### src/shared/omf_cfg.svh
`ifndef OMF_CFG_SVH
`define OMF_CFG_SVH

// Register byte offsets
`define OMF_OFS_POINTS   8'h00
`define OMF_OFS_KIND     8'h04
`define OMF_OFS_PATTERN  8'h08
`define OMF_OFS_DELAY    8'h0C
`define OMF_OFS_COMMIT   8'h10
`define OMF_OFS_STATUS   8'h14
`define OMF_OFS_IRQSTAT  8'h18
`define OMF_OFS_IRQMASK  8'h1C
`define OMF_OFS_WATCH    8'h20

// Field positions
`define OMF_BIT_COMMIT   0
`define OMF_BIT_SAFE     0
`define OMF_BIT_LOSS     1
`define OMF_IRQ_ENTER    0
`define OMF_IRQ_LEAVE    1
`define OMF_IRQ_COMMIT   2

// Reset values
`define OMF_RST_POINTS   8'h00
`define OMF_RST_KIND     8'h01
`define OMF_RST_PATTERN  8'h00
`define OMF_RST_DELAY    8'h00
`define OMF_RST_WATCH    16'h03E8

// Timing: one delay unit is a tenth of a second
`define OMF_CLOCK_HZ     100000000
`define OMF_TICK_MS      100
`define OMF_TICK_CYCLES  ((`OMF_CLOCK_HZ / 1000) * `OMF_TICK_MS)

`endif

### src/shared/omf_pkg.sv
package omf_pkg;
    typedef enum logic [1:0] {
        OMF_KIND_NONE,
        OMF_KIND_OFF,
        OMF_KIND_PATTERN,
        OMF_KIND_HOLD
    } omf_kind_e;

    typedef enum logic [1:0] {
        OMF_RUN,
        OMF_WAIT,
        OMF_SAFE
    } omf_state_e;
endpackage : omf_pkg

### src/rtl/omf_tick_div.sv
`timescale 1ns/1ns
`include "omf_cfg.svh"

// Divider giving a one-cycle pulse per tenth of a second
module omf_tick_div #(
    parameter int TICK_CYCLES = `OMF_TICK_CYCLES
) (
    // Clock and reset
    input  wire logic clock,
    input  wire logic reset,
    // Restart and pulse
    input  wire logic restart,
    output logic      tick
);
    logic [31:0] count;
    wire         atEnd = (count == 32'(TICK_CYCLES - 1));

    always_ff @(posedge clock or posedge reset) begin
        if (reset) begin
            count <= 32'h00000000;
            tick  <= 1'b0;
        end else begin
            tick  <= atEnd & ~restart;
            count <= (restart | atEnd) ? 32'h00000000 : count + 32'h00000001;
        end
    end
endmodule : omf_tick_div

### src/rtl/omf_output_failsafe.sv
// The AXI4-Lite slave port and the register addresses were chosen for this implementation.
`timescale 1ns/1ns
`include "omf_cfg.svh"

module omf_output_failsafe #(
    parameter int POINTS      = 8,
    parameter int TICK_CYCLES = `OMF_TICK_CYCLES
) (
    // Clock and reset
    input  wire logic                clock,
    input  wire logic                reset,
    // Host link activity
    input  wire logic                hostAlive,
    // AXI4-Lite write address
    input  wire logic                s_axi_awvalid,
    output logic                     s_axi_awready,
    input  wire logic [7:0]          s_axi_awaddr,
    // AXI4-Lite write data
    input  wire logic                s_axi_wvalid,
    output logic                     s_axi_wready,
    input  wire logic [31:0]         s_axi_wdata,
    input  wire logic [3:0]          s_axi_wstrb,
    // AXI4-Lite write response
    output logic                     s_axi_bvalid,
    input  wire logic                s_axi_bready,
    output logic [1:0]               s_axi_bresp,
    // AXI4-Lite read address
    input  wire logic                s_axi_arvalid,
    output logic                     s_axi_arready,
    input  wire logic [7:0]          s_axi_araddr,
    // AXI4-Lite read data
    input  wire logic                s_axi_rready,
    output logic                     s_axi_rvalid,
    output logic [31:0]              s_axi_rdata,
    output logic [1:0]               s_axi_rresp,
    // Outputs
    output logic [POINTS-1:0]        points,
    output logic                     inSafe,
    output logic                     irq
);
    // Staged and live configuration
    logic [POINTS-1:0]       userPoints;
    logic [7:0]              stageKind;
    logic [POINTS-1:0]       stagePattern;
    logic [7:0]              stageDelay;
    logic [7:0]              liveKind;
    logic [POINTS-1:0]       livePattern;
    logic [7:0]              liveDelay;
    logic                    commitFlag;
    logic [15:0]             watchLimit;
    logic [15:0]             watchCount;
    logic [7:0]              delayCount;
    logic [2:0]              irqStat;
    logic [2:0]              irqMask;
    logic [POINTS-1:0]       heldPoints;
    omf_pkg::omf_state_e     state;
    omf_pkg::omf_state_e     next_state;

    // Write channel capture
    logic                    awHeld;
    logic                    wHeld;
    logic [7:0]              awAddr;
    logic [31:0]             wData;
    logic [3:0]              wStrb;

    wire awTake  = s_axi_awvalid & s_axi_awready;
    wire wTake   = s_axi_wvalid & s_axi_wready;
    wire doWrite = awHeld & wHeld & ~s_axi_bvalid;
    wire lane0   = wStrb[0];
    wire wrPts   = doWrite & lane0 & (awAddr == `OMF_OFS_POINTS);
    wire wrKind  = doWrite & lane0 & (awAddr == `OMF_OFS_KIND);
    wire wrPat   = doWrite & lane0 & (awAddr == `OMF_OFS_PATTERN);
    wire wrDly   = doWrite & lane0 & (awAddr == `OMF_OFS_DELAY);
    wire wrCom   = doWrite & lane0 & (awAddr == `OMF_OFS_COMMIT);
    wire wrIst   = doWrite & lane0 & (awAddr == `OMF_OFS_IRQSTAT);
    wire wrMsk   = doWrite & lane0 & (awAddr == `OMF_OFS_IRQMASK);
    wire wrWatch = doWrite & (awAddr == `OMF_OFS_WATCH);
    // Upper lane comes from the captured strobes; the bus may have moved on
    wire wrKnown = wrPts | wrKind | wrPat | wrDly | wrCom | wrIst | wrMsk | wrWatch
                   | (doWrite & ~lane0 & (awAddr <= `OMF_OFS_WATCH) & (awAddr[1:0] == 2'b00));

    // Commit: writing zero is no action, a one is applied next cycle
    wire commitSet = wrCom & wData[`OMF_BIT_COMMIT];
    wire applyCfg  = commitFlag;

    // Host activity watchdog; a write from software also counts as host traffic
    wire hostSeen  = hostAlive | doWrite;
    wire linkLost  = (watchCount >= watchLimit);
    wire tick;

    omf_tick_div #(
        .TICK_CYCLES(TICK_CYCLES)
    ) u_tick (
        .clock  (clock),
        .reset  (reset),
        .restart(hostSeen),
        .tick   (tick)
    );

    // Safe-state sequencing
    wire delayDone = (delayCount >= liveDelay);
    always_comb begin
        next_state = state;
        case (state)
            omf_pkg::OMF_RUN:  if (linkLost) next_state = omf_pkg::OMF_WAIT;
            omf_pkg::OMF_WAIT: begin
                if (hostSeen)       next_state = omf_pkg::OMF_RUN;
                else if (delayDone) next_state = omf_pkg::OMF_SAFE;
            end
            omf_pkg::OMF_SAFE: if (hostSeen) next_state = omf_pkg::OMF_RUN;
            default:           next_state = omf_pkg::OMF_RUN;
        endcase
    end

    // Safe output pattern decode
    wire kindOff  = (liveKind == 8'(omf_pkg::OMF_KIND_OFF));
    wire kindPat  = (liveKind == 8'(omf_pkg::OMF_KIND_PATTERN));
    wire kindHold = (liveKind == 8'(omf_pkg::OMF_KIND_HOLD));
    wire enterSafe = (next_state == omf_pkg::OMF_SAFE) & (state != omf_pkg::OMF_SAFE);
    wire leaveSafe = (state == omf_pkg::OMF_SAFE) & (next_state != omf_pkg::OMF_SAFE);
    logic [POINTS-1:0] safePoints;
    genvar gi;
    generate
        for (gi = 0; gi < POINTS; gi++) begin : g_point
            assign safePoints[gi] = kindPat  ? livePattern[gi] :
                                    kindHold ? heldPoints[gi]  :
                                    kindOff  ? 1'b0 : heldPoints[gi];
        end
    endgenerate
    wire [POINTS-1:0] next_points = (next_state == omf_pkg::OMF_SAFE) ? safePoints : userPoints;

    wire [2:0] irqEvt = {applyCfg, leaveSafe, enterSafe};

    always_ff @(posedge clock or posedge reset) begin
        if (reset) begin
            state      <= omf_pkg::OMF_RUN;
            watchCount <= 16'h0000;
            delayCount <= 8'h00;
            heldPoints <= '0;
            points     <= '0;
            inSafe     <= 1'b0;
        end else begin
            state      <= next_state;
            watchCount <= hostSeen ? 16'h0000 : (linkLost ? watchCount : watchCount + 16'h0001);
            if (state != omf_pkg::OMF_WAIT || hostSeen)
                delayCount <= 8'h00;
            else if (tick && !delayDone)
                delayCount <= delayCount + 8'h01;
            if (state == omf_pkg::OMF_RUN)
                heldPoints <= points;
            points     <= next_points;
            inSafe     <= (next_state == omf_pkg::OMF_SAFE);
        end
    end

    // Register storage
    always_ff @(posedge clock or posedge reset) begin
        if (reset) begin
            userPoints   <= `OMF_RST_POINTS;
            stageKind    <= `OMF_RST_KIND;
            stagePattern <= `OMF_RST_PATTERN;
            stageDelay   <= `OMF_RST_DELAY;
            liveKind     <= `OMF_RST_KIND;
            livePattern  <= `OMF_RST_PATTERN;
            liveDelay    <= `OMF_RST_DELAY;
            commitFlag   <= 1'b0;
            watchLimit   <= `OMF_RST_WATCH;
            irqStat      <= 3'h0;
            irqMask      <= 3'h0;
            irq          <= 1'b0;
        end else begin
            if (wrPts)  userPoints   <= wData[POINTS-1:0];
            if (wrKind) stageKind    <= wData[7:0];
            if (wrPat)  stagePattern <= wData[POINTS-1:0];
            if (wrDly)  stageDelay   <= wData[7:0];
            if (wrMsk)  irqMask      <= wData[2:0];
            if (wrWatch) watchLimit  <= {wStrb[1] ? wData[15:8] : watchLimit[15:8],
                                         lane0 ? wData[7:0] : watchLimit[7:0]};
            if (applyCfg) begin
                liveKind    <= stageKind;
                livePattern <= stagePattern;
                liveDelay   <= stageDelay;
            end
            commitFlag <= commitSet;
            irqStat    <= irqEvt | (irqStat & ~(wrIst ? wData[2:0] : 3'h0));
            irq        <= |(irqStat & irqMask);
        end
    end

    // AXI write path
    always_ff @(posedge clock or posedge reset) begin
        if (reset) begin
            awHeld <= 1'b0;
            wHeld  <= 1'b0;
            awAddr <= 8'h00;
            wData  <= 32'h00000000;
            wStrb  <= 4'h0;
            s_axi_awready <= 1'b0;
            s_axi_wready  <= 1'b0;
            s_axi_bvalid  <= 1'b0;
            s_axi_bresp   <= 2'h0;
        end else begin
            s_axi_awready <= ~awHeld & ~awTake;
            s_axi_wready  <= ~wHeld & ~wTake;
            if (awTake) begin
                awHeld <= 1'b1;
                awAddr <= s_axi_awaddr;
            end
            if (wTake) begin
                wHeld <= 1'b1;
                wData <= s_axi_wdata;
                wStrb <= s_axi_wstrb;
            end
            if (doWrite) begin
                s_axi_bvalid <= 1'b1;
                s_axi_bresp  <= wrKnown ? 2'h0 : 2'h2;
            end else if (s_axi_bvalid && s_axi_bready) begin
                s_axi_bvalid <= 1'b0;
                awHeld <= 1'b0;
                wHeld  <= 1'b0;
            end
        end
    end

    // AXI read path; staged config reads back, though write-only to the host link
    wire arTake = s_axi_arvalid & s_axi_arready;
    logic [31:0] rdMux;
    logic        rdOk;
    always_comb begin
        rdOk  = 1'b1;
        rdMux = 32'h00000000;
        case (s_axi_araddr)
            `OMF_OFS_POINTS:  rdMux = 32'(points);
            `OMF_OFS_KIND:    rdMux = 32'(stageKind);
            `OMF_OFS_PATTERN: rdMux = 32'(stagePattern);
            `OMF_OFS_DELAY:   rdMux = 32'(stageDelay);
            `OMF_OFS_COMMIT:  rdMux = 32'(commitFlag);
            `OMF_OFS_STATUS:  rdMux = 32'({linkLost, inSafe});
            `OMF_OFS_IRQSTAT: rdMux = 32'(irqStat);
            `OMF_OFS_IRQMASK: rdMux = 32'(irqMask);
            `OMF_OFS_WATCH:   rdMux = 32'(watchLimit);
            default:          rdOk  = 1'b0;
        endcase
    end
    always_ff @(posedge clock or posedge reset) begin
        if (reset) begin
            s_axi_arready <= 1'b0;
            s_axi_rvalid  <= 1'b0;
            s_axi_rdata   <= 32'h00000000;
            s_axi_rresp   <= 2'h0;
        end else begin
            s_axi_arready <= ~s_axi_rvalid & ~arTake;
            if (arTake) begin
                s_axi_rvalid <= 1'b1;
                s_axi_rdata  <= rdMux;
                s_axi_rresp  <= rdOk ? 2'h0 : 2'h2;
            end else if (s_axi_rready) begin
                s_axi_rvalid <= 1'b0;
            end
        end
    end

    // Checks
    a_commit_clears: assert property (@(posedge clock) disable iff (reset)
        commitFlag |=> !commitFlag || $past(commitSet)) else $error("commit flag stuck");
    a_commit_applies: assert property (@(posedge clock) disable iff (reset)
        commitFlag |=> liveKind == $past(stageKind) && liveDelay == $past(stageDelay)
                       && livePattern == $past(stagePattern))
        else $error("commit not applied");
    a_no_commit_hold: assert property (@(posedge clock) disable iff (reset)
        !commitFlag |=> $stable(liveKind) && $stable(livePattern)) else $error("config changed without commit");
    a_pattern_out: assert property (@(posedge clock) disable iff (reset)
        (next_state == omf_pkg::OMF_SAFE && kindPat) |=> points == $past(livePattern))
        else $error("pattern not driven");
    a_off_out: assert property (@(posedge clock) disable iff (reset)
        (next_state == omf_pkg::OMF_SAFE && kindOff) |=> points == '0) else $error("off not driven");
    a_zero_delay: assert property (@(posedge clock) disable iff (reset)
        (state == omf_pkg::OMF_WAIT && liveDelay == 8'h00 && !hostSeen) |=> state == omf_pkg::OMF_SAFE)
        else $error("zero delay not immediate");
    a_alive_restart: assert property (@(posedge clock) disable iff (reset)
        (state == omf_pkg::OMF_WAIT && hostSeen) |=> delayCount == 8'h00 && state == omf_pkg::OMF_RUN)
        else $error("delay not restarted");
    a_safe_needs_loss: assert property (@(posedge clock) disable iff (reset)
        $rose(inSafe) |-> $past(state) == omf_pkg::OMF_WAIT) else $error("safe without loss");
    a_run_points: assert property (@(posedge clock) disable iff (reset)
        (next_state == omf_pkg::OMF_RUN) |=> points == $past(userPoints)) else $error("points mismatch");
    a_delay_bound: assert property (@(posedge clock) disable iff (reset)
        delayCount <= liveDelay || state != omf_pkg::OMF_WAIT) else $error("delay overrun");

    c_enter_safe:  cover property (@(posedge clock) disable iff (reset) enterSafe);
    c_leave_safe:  cover property (@(posedge clock) disable iff (reset) leaveSafe);
    c_commit:      cover property (@(posedge clock) disable iff (reset) commitFlag);
    c_pattern_use: cover property (@(posedge clock) disable iff (reset) inSafe && kindPat);
endmodule : omf_output_failsafe

### config.mk
export PLATFORM = sky130hd
export DESIGN_NAME = omf_output_failsafe
export DESIGN_NICKNAME = d
export VERILOG_FILES = /design/src/shared/omf_pkg.sv /design/src/rtl/omf_tick_div.sv /design/src/rtl/omf_output_failsafe.sv
export VERILOG_INCLUDE_DIRS = /design/src /design/src/shared
export SDC_FILE = /design/constraint.sdc
export NUM_CORES = 1
export LEC_CHECK = 0
export ABC_AREA = 0
export BUFFER_PORTS_ARGS = -buffer_cell sky130_fd_sc_hd__buf_4
export CAP_MARGIN = 40
export CELL_PAD_IN_SITES_DETAIL_PLACEMENT = 1
export CELL_PAD_IN_SITES_GLOBAL_PLACEMENT = 2
export CORE_ASPECT_RATIO = 0.75
export CORE_MARGIN = 2
export CORE_UTILIZATION = 31
export CTS_CLUSTER_SIZE = 10
export DETAILED_ROUTE_END_ITERATION = 10
export PLACE_DENSITY = 0.76
export SLEW_MARGIN = 20
export SYNTH_ARGS = -nofsm -noshare
export SYNTH_HDL_FRONTEND = slang
export SYNTH_SLANG_ARGS = --single-unit
### constraint.sdc
create_clock -name clock -period 7.42 [get_ports clock]
set_input_delay 1.113 -clock clock [delete_from_list [all_inputs] [get_ports clock]]
set_output_delay 1.113 -clock clock [all_outputs]
set_load 0.1 [all_outputs]
==> implementation parameters, run 1 <==
Parameter                              Value

Floorplanning
  Height of the die    between 150 and 200 microns
  Boundary Pins    around 110
  Core Area    between 30000 and 40000 sq um
  Die extent in x    209.1 microns
  Die ar.    around 33000 sq um
  Num rows    56
  Starting density of the core    0.3138

Setup path
  Setup crit start kind    flop
  Nature of the critical path endpoint    flop
  Crit path required time    between 7000 and 8000 ps
  Worst path arrival time    between 3000 and 4000 ps
  Crit path max fanout    16
  Type of the worst setup path    reg -> reg
  R2R Setup Slk    4460 ps

STA
  Final Hold Violating Endpoints    0
  Actual slew at the worst max-slew pin    between 700 and 800 ps
  Final-report max-slew violation count    0
  Setup total negative slack    0 ps
  Post-route minimum period    between 2000 and 3000 ps
  Final setup violation count    0
  Period utilization    0.3995
  Worst slew margin relative to its limit    0.4745
  Maximum operating frequency    around 340 MHz
  Worst clock skew    13.08 ps
  Setup repair after global routing missed its margin    false

Placement
  Placed instance count    1323
  Gpl congestion    about 0.73
  HPWL after detailed placement    about 18000 microns
  Port Buf Inserts    74

Clock tree
  Cell at the root of the clock tree    clkbuf_16
  Clock tree from TritonCTS    done
  Gates resized, CTS repair    0
  Clock Pin Slew Worst Setup and Hold Paths    60 ps
  Post CTS Setup Buffer Count    0
  Maximum level of the CTS H-tree    1
  Number of buffers added to fix hold violations after cts    0
  Cts bufs inserted    25
  Clk_lat worst skew    between 500 and 600 ps
  Deepest clock path buffer count    3
  Total number of clock tree sinks    roughly 210

Flow run
  Number of violations of the max-capacitance limit    0

Synth
  Post-Syn Area    just under 10000 sq um
  Primary flip-flop cell chosen by synthesis mapping    dfrtp_1
  Syn. warnings    0
  Synth cell types    63
  Number of flops mapped to enable cells by yosys    0
  Gate count of the mapped netlist    857
  #FFs+latches synth    roughly 210
  Proportion of synthesized chip area in sequential cells    0.5304
  Share of synthesized flip-flops with an asynchronous set or reset    1.000
  Synthesized area per cell    about 11 sq um

Power and ir drop
  Overall power consumption    between 0.003 and 0.004 W
  Total power density per cell area    roughly 290 nW/um^2
  VDD IR max    between 150 and 200 uV
  Static Leakage    ~5.3 nW

Finish
  Share of post-route cells with drive strength above 1    0.2547
  Filler Cells Inserted    ~3400
  Signed area change from the synthesized netlist to the final layout    17.63%
  Final nets    slightly above 1000
  Antenna cell count    0
  Multi-input combinational cell area    around 4300 sq um
  Final core utilization    0.3691
  Register cell area after layout    roughly 5200 sq um
  Non-filler cells in the finished layout    1368

Routing
  Detailed Route Iter0 Violations    303
  Remaining antenna violation count    0
  Via count    approximately 6700
  Number of design rule violations left after detail routing    0
  Per-cell routed wire length    between 15 and 20 microns
  First drt pass iteration count    4
  Final Routed Wirelength    ~25000 microns
  Detailed-route vias per instance    about 4.9

Min path
  Hold Crit Class    reg -> reg

GRT
  Number of antenna violations at the first check in global routing    0
  Number of global-route vias before repair    about 7100
  Largest net degree at the start of global routing    95
  First-pass GRT wire length    about 40000 microns
  Tot GR Track Use    0.1554
  Congestion Overflow GR    0

Outcome
  Result of the run    finished clean
[sequential cells by signal, indices dropped and copies added (netlist names), 16 cells and up]
signal,cells
s_axi_rdata,16
u_tick.count,32
wData,16
watchCount,16
watchLimit,16
[cells by family after synthesis]
family | after synthesis | share of synthesized area
muxes | 122 | 0.1390
buffers and inverters | 73 | 0.03887
AOI/OAI and AO/OA | 120 | 0.08274
xor gates and xnor gates | 43 | 0.03849
DFF | 207 | 0.5304
adders and majority gates | 27 | 0.03453
other | 1 | 0.0003833
and+or+nand+nor | 264 | 0.1355
[routing by layer]
layer	track usage	share of wire	vias to the layer above
met4	0.03571	0.020	0
met1	0.2166	0.49	3394
met3	0.02460	0.030	36
li1	-	-	3191
met5	0	0	-
met2	0.2549	0.45	81
[stage by stage]
stage | setup WS [ps] | hold WS, ps | instance area, sq um
after floorplan | 667.8 | 426.4 | 9848
after global placement | 3901 | 443.4 | 10700
after global routing | 4206 | 485.1 | 11510
after CTS | 4430 | 471.3 | 11490
final | 4456 | 454.6 | 11510
after detailed placement | 3939 | 464.8 | 10770
[synth_stat cells (3+ instances only)]
| master | number | area (sq um) |
|---|---|---|
| a211oi_1 | 5 | 37.54 |
| a21oi_1 | 19 | 95.09 |
| a221oi_1 | 6 | 52.55 |
| a22o_1 | 9 | 78.83 |
| and2_1 | 8 | 50.05 |
| and3_1 | 15 | 93.84 |
| and4_1 | 6 | 52.55 |
| buf_4 | 19 | 142.6 |
| clkbuf_1 | 15 | 56.30 |
| dfrtp_1 | 199 | 4980 |
| dfstp_2 | 8 | 210.2 |
| ha_1 | 27 | 337.8 |
| inv_1 | 34 | 127.6 |
| mux2_2 | 111 | 1250 |
| mux2i_1 | 11 | 110.1 |
| nand2_1 | 77 | 289.0 |
| nand3_1 | 22 | 110.1 |
| nand4_1 | 12 | 75.07 |
| nor2_1 | 75 | 281.5 |
| nor2b_1 | 6 | 37.54 |
| nor3_1 | 7 | 35.03 |
| nor3b_1 | 4 | 30.03 |
| nor4_1 | 6 | 37.54 |
| o2111ai_1 | 8 | 70.07 |
| o211ai_1 | 4 | 30.03 |
| o21ai_0 | 39 | 195.2 |
| o21ai_1 | 5 | 25.02 |
| o2bb2ai_1 | 5 | 43.79 |
| o31ai_1 | 3 | 22.52 |
| or3_1 | 4 | 25.02 |
| or4_1 | 6 | 45.04 |
| xnor2_1 | 17 | 148.9 |
| xor2_1 | 26 | 227.7 |
[path summary, 6_finish.rpt]
path,depth (start not counted),endpoint,from
worst min-delay path,1,s_axi_arready,s_axi_rvalid
max in group asynchronous,5,watchLimit[5],reset
worst max register to register,8,watchCount[12],watchLimit[9]
min in group asynchronous,2,s_axi_rdata[14],reset
worst min register to register,1,s_axi_arready,s_axi_rvalid
worst max-delay path,8,watchCount[12],watchLimit[9]
[placed cells by master (no fill, tap or decap), drive strengths merged, types with 15 or more instances in the layout]
cell type / Yosys / routed
dfrtp: 199 / 199
nand2: 78 / 78
conb: 1 / 18
nor2: 75 / 75
buf: 24 / 83
and3: 15 / 15
ha: 27 / 27
xor2: 26 / 26
mux2: 111 / 111
xnor2: 17 / 17
o21ai: 45 / 45
inv: 34 / 34
a21oi: 19 / 19
clkbuf: 15 / 43
nand3: 22 / 22
[area by class of cell]
type | instances | share of cell area
Clock inverter | 1 | 0.0004348
Timing Repair Buffer | 83 | 0.05827
Multi-Input combinational cell | 594 | 0.3717
Clock buffer | 43 | 0.06283
Tap cell | 406 | 0.04414
Inverter | 34 | 0.01174
Sequential cell | 207 | 0.4509
[where the power goes]
group / switching (W) / internal, W
Combinational: 0.000508 / 0.000249
Clock: 0.000466 / 0.000653
Sequential: 0.000178 / 0.00128
Total: 0.00115 / 0.00219
[worst max-delay path: stages, from the launching register on]
cell and delay (ps):
dfstp_2 540, inv_1 50, ha_1 290, a21oi_1 120
o21ai_0 110, a21oi_1 570, o21ai_2 410, or4_1 600
a21oi_1 170
No activity file was read; power rests on OpenSTA's default activity.
==> run 2, diff against run 1 <==
--- a/config.mk
+++ b/config.mk
@@ -16,7 +16,7 @@
 export CORE_UTILIZATION = 31
 export CTS_CLUSTER_SIZE = 10
 export DETAILED_ROUTE_END_ITERATION = 10
-export PLACE_DENSITY = 0.76
+export PLACE_DENSITY = 0.78
 export SLEW_MARGIN = 20
 export SYNTH_ARGS = -nofsm -noshare
 export SYNTH_HDL_FRONTEND = slang
==> constraint.sdc (replaced) <==
create_clock -name clock -period 2.6 [get_ports clock]
set_input_delay 0.39 -clock clock [delete_from_list [all_inputs] [get_ports clock]]
set_output_delay 0.39 -clock clock [all_outputs]
set_load 0.1 [all_outputs]
==> implementation parameters, run 2 (synthesis gave the netlist of run 1 again) <==
Parameter                              Value

Min path
  Min-delay src    s_axi_rready
  Min-Delay Path Depth    2 (+1)
  Hold Crit Class    in -> reg
  Min-Delay Endpoint    s_axi_rvalid

Routing
  First drt pass iteration count    4 (unchanged)
  Detailed Route Iter0 Violations    305 (+0.66%)
  Via count    6905 (+3.0%)
  Per-cell routed wire length    18.38 microns (+0.20%)
  Number of design rule violations left after detail routing    0 (unchanged)
  Detailed-route vias per instance    4.964 (+1.3%)
  Remaining antenna violation count    0 (unchanged)
  Final Routed Wirelength    25560 microns (+1.9%)

Floorplanning
  Die extent in x    209.1 microns (unchanged)
  Boundary Pins    111 (unchanged)
  Core Area    31180 sq um (unchanged)
  Starting density of the core    0.3138 (unchanged)
  Die ar.    33010 sq um (unchanged)
  Num rows    56 (unchanged)
  Height of the die    157.9 microns (unchanged)

Power and ir drop
  Static Leakage    5.378 nW (+2.0%)
  VDD IR max    348.1 uV (+110%)
  Total power density per cell area    831.3 nW/um^2 (+190%)
  Overall power consumption    0.009730 W (+190%)

STA
  Post-route minimum period    2450 ps (-514.0 ps)
  Actual slew at the worst max-slew pin    786.3 ps (-2.040 ps)
  Final-layout worst hold slack    51.11 ps (-403.5 ps)
  Final setup violation count    0 (unchanged)
  Final Hold Violating Endpoints    0 (unchanged)
  Worst clock skew    19.21 ps (+6.132 ps)
  Final-report max-slew violation count    0 (unchanged)
  Period utilization    0.9424 (+0.5429)
  Maximum operating frequency    408.1 MHz (+21%)
  Worst slew margin relative to its limit    0.4723 (-0.002156)

GRT
  Congestion Overflow GR    0 (unchanged)
  Number of global-route vias before repair    7397 (+3.5%)
  Number of antenna violations at the first check in global routing    0 (unchanged)
  Largest net degree at the start of global routing    59 (-38%)
  Tot GR Track Use    0.1588 (+0.003407)
  First-pass GRT wire length    41400 microns (+2.7%)

Placement
  Gpl congestion    0.7658 (+4.3%)
  Port Buf Inserts    74 (unchanged)
  HPWL after detailed placement    18620 microns (+5.6%)

Clock tree
  Clock tree from TritonCTS    done
  Clk_lat worst skew    520 ps (about the same)
  Cts bufs inserted    25 (unchanged)
  Clock Pin Slew Worst Setup and Hold Paths    60 ps (about the same)
  Total number of clock tree sinks    207 (unchanged)
  Cell at the root of the clock tree    clkbuf_16
  Deepest clock path buffer count    3 (unchanged)
  Maximum level of the CTS H-tree    1 (unchanged)

Setup path
  Reg-to-reg critical path endpoint    watchCount[10]
  Type of the worst setup path    reg -> reg
  Nature of the critical path endpoint    flop
  Maximum single-stage delay on the critical path    540 ps (-60 ps)
  Stages on the worst setup path    8 (unchanged)
  Crit-path leading delay family    compound AO/OA/AOI/OAI gates
  Crit path required time    3040 ps (-4810 ps)
  Crit path max fanout    13 (-3)
  CP cell instances    inv_1 -> ha_1 -> a211oi_2 -> nor2_1 -> a211oi_4 -> o21ai_4 -> or4_1 -> a21oi_1
  Buffers plus inverters on the worst setup path    1 (unchanged)
  CP max-delay cell    dfstp_2
  R2r worst-path depth    8 (unchanged)
  Worst path arrival time    2890 ps (-510 ps)
  R2R Setup Slk    150 ps (-4310 ps)
  Reg-to-reg startpoint    watchLimit[5]
  Setup crit start kind    flop

Finish
  Number of flip-flops in the largest register    32 (unchanged)
  Commonest non-fill, non-tap cells in the layout    199 x dfrtp_1, 111 x mux2_2, 99 x buf_4
  Share of post-route cells with drive strength above 1    0.2731 (+0.01842)
  Signed area change from the synthesized netlist to the final layout    19.63%
  Final nets    1054 (+2.1%)
  Most common cell after layout, fill and taps aside    dfrtp_1
  Filler Cells Inserted    3385 (-1.1%)
  Antenna cell count    0 (unchanged)
  Most flops, register    u_tick.count

Flow run
  Number of violations of the max-capacitance limit    0 (unchanged)

Outcome
  Result of the run    finished clean
[run 2: power by group]
part / switching, W / total, W / internal (W)
Sequential: 0.000515 / 0.00418 / 0.00367
Clock: 0.00130 / 0.00314 / 0.00184
Combinational: 0.00151 / 0.00240 / 0.000894
[run 2: cell type report]
class                   instances  area [sq um]  area share
clock buffers                  43         713.2     0.06093
repair buffers                105         844.6     0.07215
well taps                     406         508.0     0.04340
flip-flops and latches        207          5190      0.4434
multi-input cells             594          4308      0.3680
clock inverters                 2         10.01   0.0008552
inverters                      34         131.4     0.01122
[run 2: worst max path at each step]
| stage | startpoint | end | slack [ps] |
|---|---|---|---|
| after floorplan | reset | applyCfg | -470 |
| after global placement | watchLimit[5] | watchCount[10] | 110 |
| after detailed placement | watchLimit[5] | watchCount[10] | 5 |
| after CTS | watchLimit[5] | watchCount[10] | 8 |
| after global routing | delayCount[0] | points[6] | -10 |
| final | watchLimit[5] | watchCount[10] | 150 |
[run 2: layer usage]
layer,vias to the layer above,wire (microns),track usage
li1,3230,-,-
met1,3561,12360,0.2223
met2,87,11890,0.2633
met3,27,922,0.02004
met4,0,396,0.03673
met5,-,0,0
[run 2: worst register-to-register path, cell delays in order, from the launching register on]
cell and delay (ps):
dfstp_2 540, inv_1 50, ha_1 320, a211oi_2 200
nor2_1 100, a211oi_4 310, o21ai_4 170, or4_1 530
a21oi_1 160
[run 2: repair_timing]
action,4_1_cts,5_1_grt
hold endpoints to repair,13,0
setup endpoints to repair,0,13
gates resized for setup,0,6
setup buffers,0,3
hold buffers,1,0
[run 2: through the flow]
step	instance area (sq um)	cells	setup slack [ps]	utilization	TNS [ps]
final	11710	1391	149.7	0.3754	0
after global routing	11710	1391	-12.67	0.3754	-32.25
after CTS	11650	1388	7.509	0.3736	0
after global placement	10920	1342	112.7	0.3501	0
after detailed placement	10920	1342	4.558	0.3501	0
after floorplan	9852	874	-469.7	-	-93470
==> run 3, diff against run 2 <==
--- a/config.mk
+++ b/config.mk
@@ -16,7 +16,8 @@
 export CORE_UTILIZATION = 31
 export CTS_CLUSTER_SIZE = 10
 export DETAILED_ROUTE_END_ITERATION = 10
-export PLACE_DENSITY = 0.78
+export GPL_TIMING_DRIVEN = 1
+export PLACE_DENSITY_LB_ADDON = 0.1
 export SLEW_MARGIN = 20
 export SYNTH_ARGS = -nofsm -noshare
 export SYNTH_HDL_FRONTEND = slang
==> implementation parameters, run 3 (synthesis gave the netlist of run 1 again) <==
Parameter                              Value

STA
  Setup repair after global routing missed its margin    true
  Post-route minimum period    2410 ps (-40.24 ps)
  Final-report max-slew violation count    0 (unchanged)
  Final Hold Violating Endpoints    0 (unchanged)
  Maximum operating frequency    414.9 MHz (+1.7%)
  Actual slew at the worst max-slew pin    783.1 ps (-3.162 ps)
  Worst slew margin relative to its limit    0.4739 (+0.001607)
  Final setup violation count    0 (unchanged)
  Worst clock skew    18.37 ps (-0.8450 ps)
  Final-layout worst hold slack    51.10 ps (-0.004500 ps)
  Period utilization    0.9269 (-0.01548)

GRT
  Tot GR Track Use    0.1710 (+0.01225)
  First-pass GRT wire length    43630 microns (+5.4%)
  Number of global-route vias before repair    7274 (-1.7%)
  Number of antenna violations at the first check in global routing    1 (+1)
  Largest net degree at the start of global routing    40 (-32%)
  Congestion Overflow GR    0 (unchanged)

Placement
  Gpl congestion    0.7450 (-2.7%)
  Port Buf Inserts    74 (unchanged)
  HPWL after detailed placement    20380 microns (+9.4%)
  Placed instance count    1353 (+0.82%)

Routing
  Detailed-route vias per instance    4.946 (-0.36%)
  Per-cell routed wire length    19.53 microns (+6.3%)
  Routed length on met2    10700 microns (-10%)
  Final Routed Wirelength    27340 microns (+6.9%)
  Max Used Layer    met4
  Via count    6925 (+0.29%)
  Number of design rule violations left after detail routing    0 (unchanged)
  Detailed Route Iter0 Violations    284 (-6.9%)
  First drt pass iteration count    5 (+1)
  Remaining antenna violation count    0 (unchanged)
  Wire length the detailed router placed on met1    15030 microns (+22%)
  Amount of wire on met3 after detailed routing    1121 microns (+22%)

Setup path
  R2R Setup Slk    190 ps (+40 ps)
  Crit-path leading delay family    compound AO/OA/AOI/OAI gates
  Reg-to-reg critical path endpoint    points[3]
  Setup crit start kind    flop
  Nature of the critical path endpoint    flop
  Buffers plus inverters on the worst setup path    0 (-1)
  Stages on the worst setup path    7 (-1)
  CP cell instances    ha_1 -> a211oi_1 -> nor2_1 -> a211oi_1 -> o21ai_0 -> o211ai_4 -> mux2_2
  Cell repeated most along the worst path    a211oi_1
  CP max-delay cell    dfrtp_1
  Timing endpoint of the critical path    points[3]
  R2r worst-path depth    7 (-1)
  Crit path max fanout    9 (-4)
  Reg-to-reg startpoint    delayCount[4]
  Worst path arrival time    2810 ps (-80 ps)
  Type of the worst setup path    reg -> reg
  Crit path from    delayCount[4]
  Maximum single-stage delay on the critical path    410 ps (-130 ps)
  Crit path required time    3000 ps (-40 ps)

Floorplanning
  Boundary Pins    111 (unchanged)
  Num rows    56 (unchanged)
  Starting density of the core    0.3138 (unchanged)
  Height of the die    157.9 microns (unchanged)
  Core Area    31180 sq um (unchanged)
  Die extent in x    209.1 microns (unchanged)
  Die ar.    33010 sq um (unchanged)

Min path
  Hold Crit Class    in -> reg
  Min-delay src    s_axi_rready

Finish
  Final nets    1063 (+0.85%)
  Non-filler cells in the finished layout    1400 (+0.65%)
  Share of post-route cells with drive strength above 1    0.2797 (+0.006582)
  Signed area change from the synthesized netlist to the final layout    20.96%
  Final core utilization    0.3796 (+0.004174)
  Filler Cells Inserted    3410 (+0.74%)
  Most common cell after layout, fill and taps aside    dfrtp_1
  Most flops, register    u_tick.count
  Number of flip-flops in the largest register    32 (unchanged)
  Commonest non-fill, non-tap cells in the layout    198 x dfrtp_1, 111 x mux2_2, 104 x buf_4
  Antenna cell count    0 (unchanged)

Clock tree
  Clock Pin Slew Worst Setup and Hold Paths    60 ps (about the same)
  Deepest clock path buffer count    3 (unchanged)
  Cell at the root of the clock tree    clkbuf_16
  Cts bufs inserted    25 (unchanged)
  Total number of clock tree sinks    207 (unchanged)
  Maximum level of the CTS H-tree    1 (unchanged)
  Clock tree from TritonCTS    done
  Clk_lat worst skew    530 ps (about the same)

Power and ir drop
  Overall power consumption    0.009795 W (+0.66%)
  Static Leakage    5.445 nW (+1.2%)
  VDD IR max    393.4 uV (+13%)
  Total power density per cell area    827.6 nW/um^2 (-0.44%)

Outcome
  Result of the run    finished clean

Flow run
  Number of violations of the max-capacitance limit    0 (unchanged)
run 3: cell count changes in the layout (fill, tap and decap cells not counted), moves of 2 or more:
cell / before / now
a211oi_1: 3 / 5
buf_4: 99 / 104
buf_12: 4 / 7
a211oi_2: 3 / 1
run 3: worst register-to-register path, stage by stage, from the launching register on:
cell,delay [ps]
dfrtp_1,410
ha_1,300
a211oi_1,230
nor2_1,110
a211oi_1,350
o21ai_0,210
o211ai_4,260
mux2_2,410
run 3: how the worst min path moves through the flow:
stage	end	cells past startpoint
global route	s_axi_rvalid	2
finish	s_axi_rvalid	2
CTS	livePattern[3]	2
global placement	s_axi_awready	1
detailed placement	s_axi_awready	1
floorplan	s_axi_wready	1
run 3: per-stage QoR:
stage               TNS, ps  cell area (sq um)  worst slack, ps
detailed placement        0              11040            118.4
finish                    0              11840            189.9
global route         -17.38              11840           -15.71
floorplan            -93470               9852           -469.7
CTS                       0              11770            109.7
global placement          0              11040            96.29
run 3: final cells by class:
type,instances,area (sq um),area share
clock buffer,43,723.2,0.06111
clock inverter,2,13.76,0.001163
inverter,34,131.4,0.01110
multi-input combinational,594,4298,0.3631
sequential,207,5191,0.4386
tap,406,508.0,0.04292
timing repair buffer,114,969.7,0.08193
run 3: timing repair:
action,in CTS,in global routing
hold buffers,0,1
hold endpoints to repair,0,7
setup endpoints to repair,0,9
gates resized for setup,0,5
setup buffers,0,0
run 3: routing by layer:
layer	vias up	GRT usage
li1	3268	-
met2	114	0.2406
met1	3510	0.2748
met4	0	0.03299
met5	-	0
met3	33	0.02341
run 3: where the power goes:
part	internal, W	switching (W)	leakage, nW
clock	0.00187	0.00134	0.356
combinational	0.000886	0.00152	2.33
sequential	0.00367	0.000514	2.76
total	0.00643	0.00337	5.44
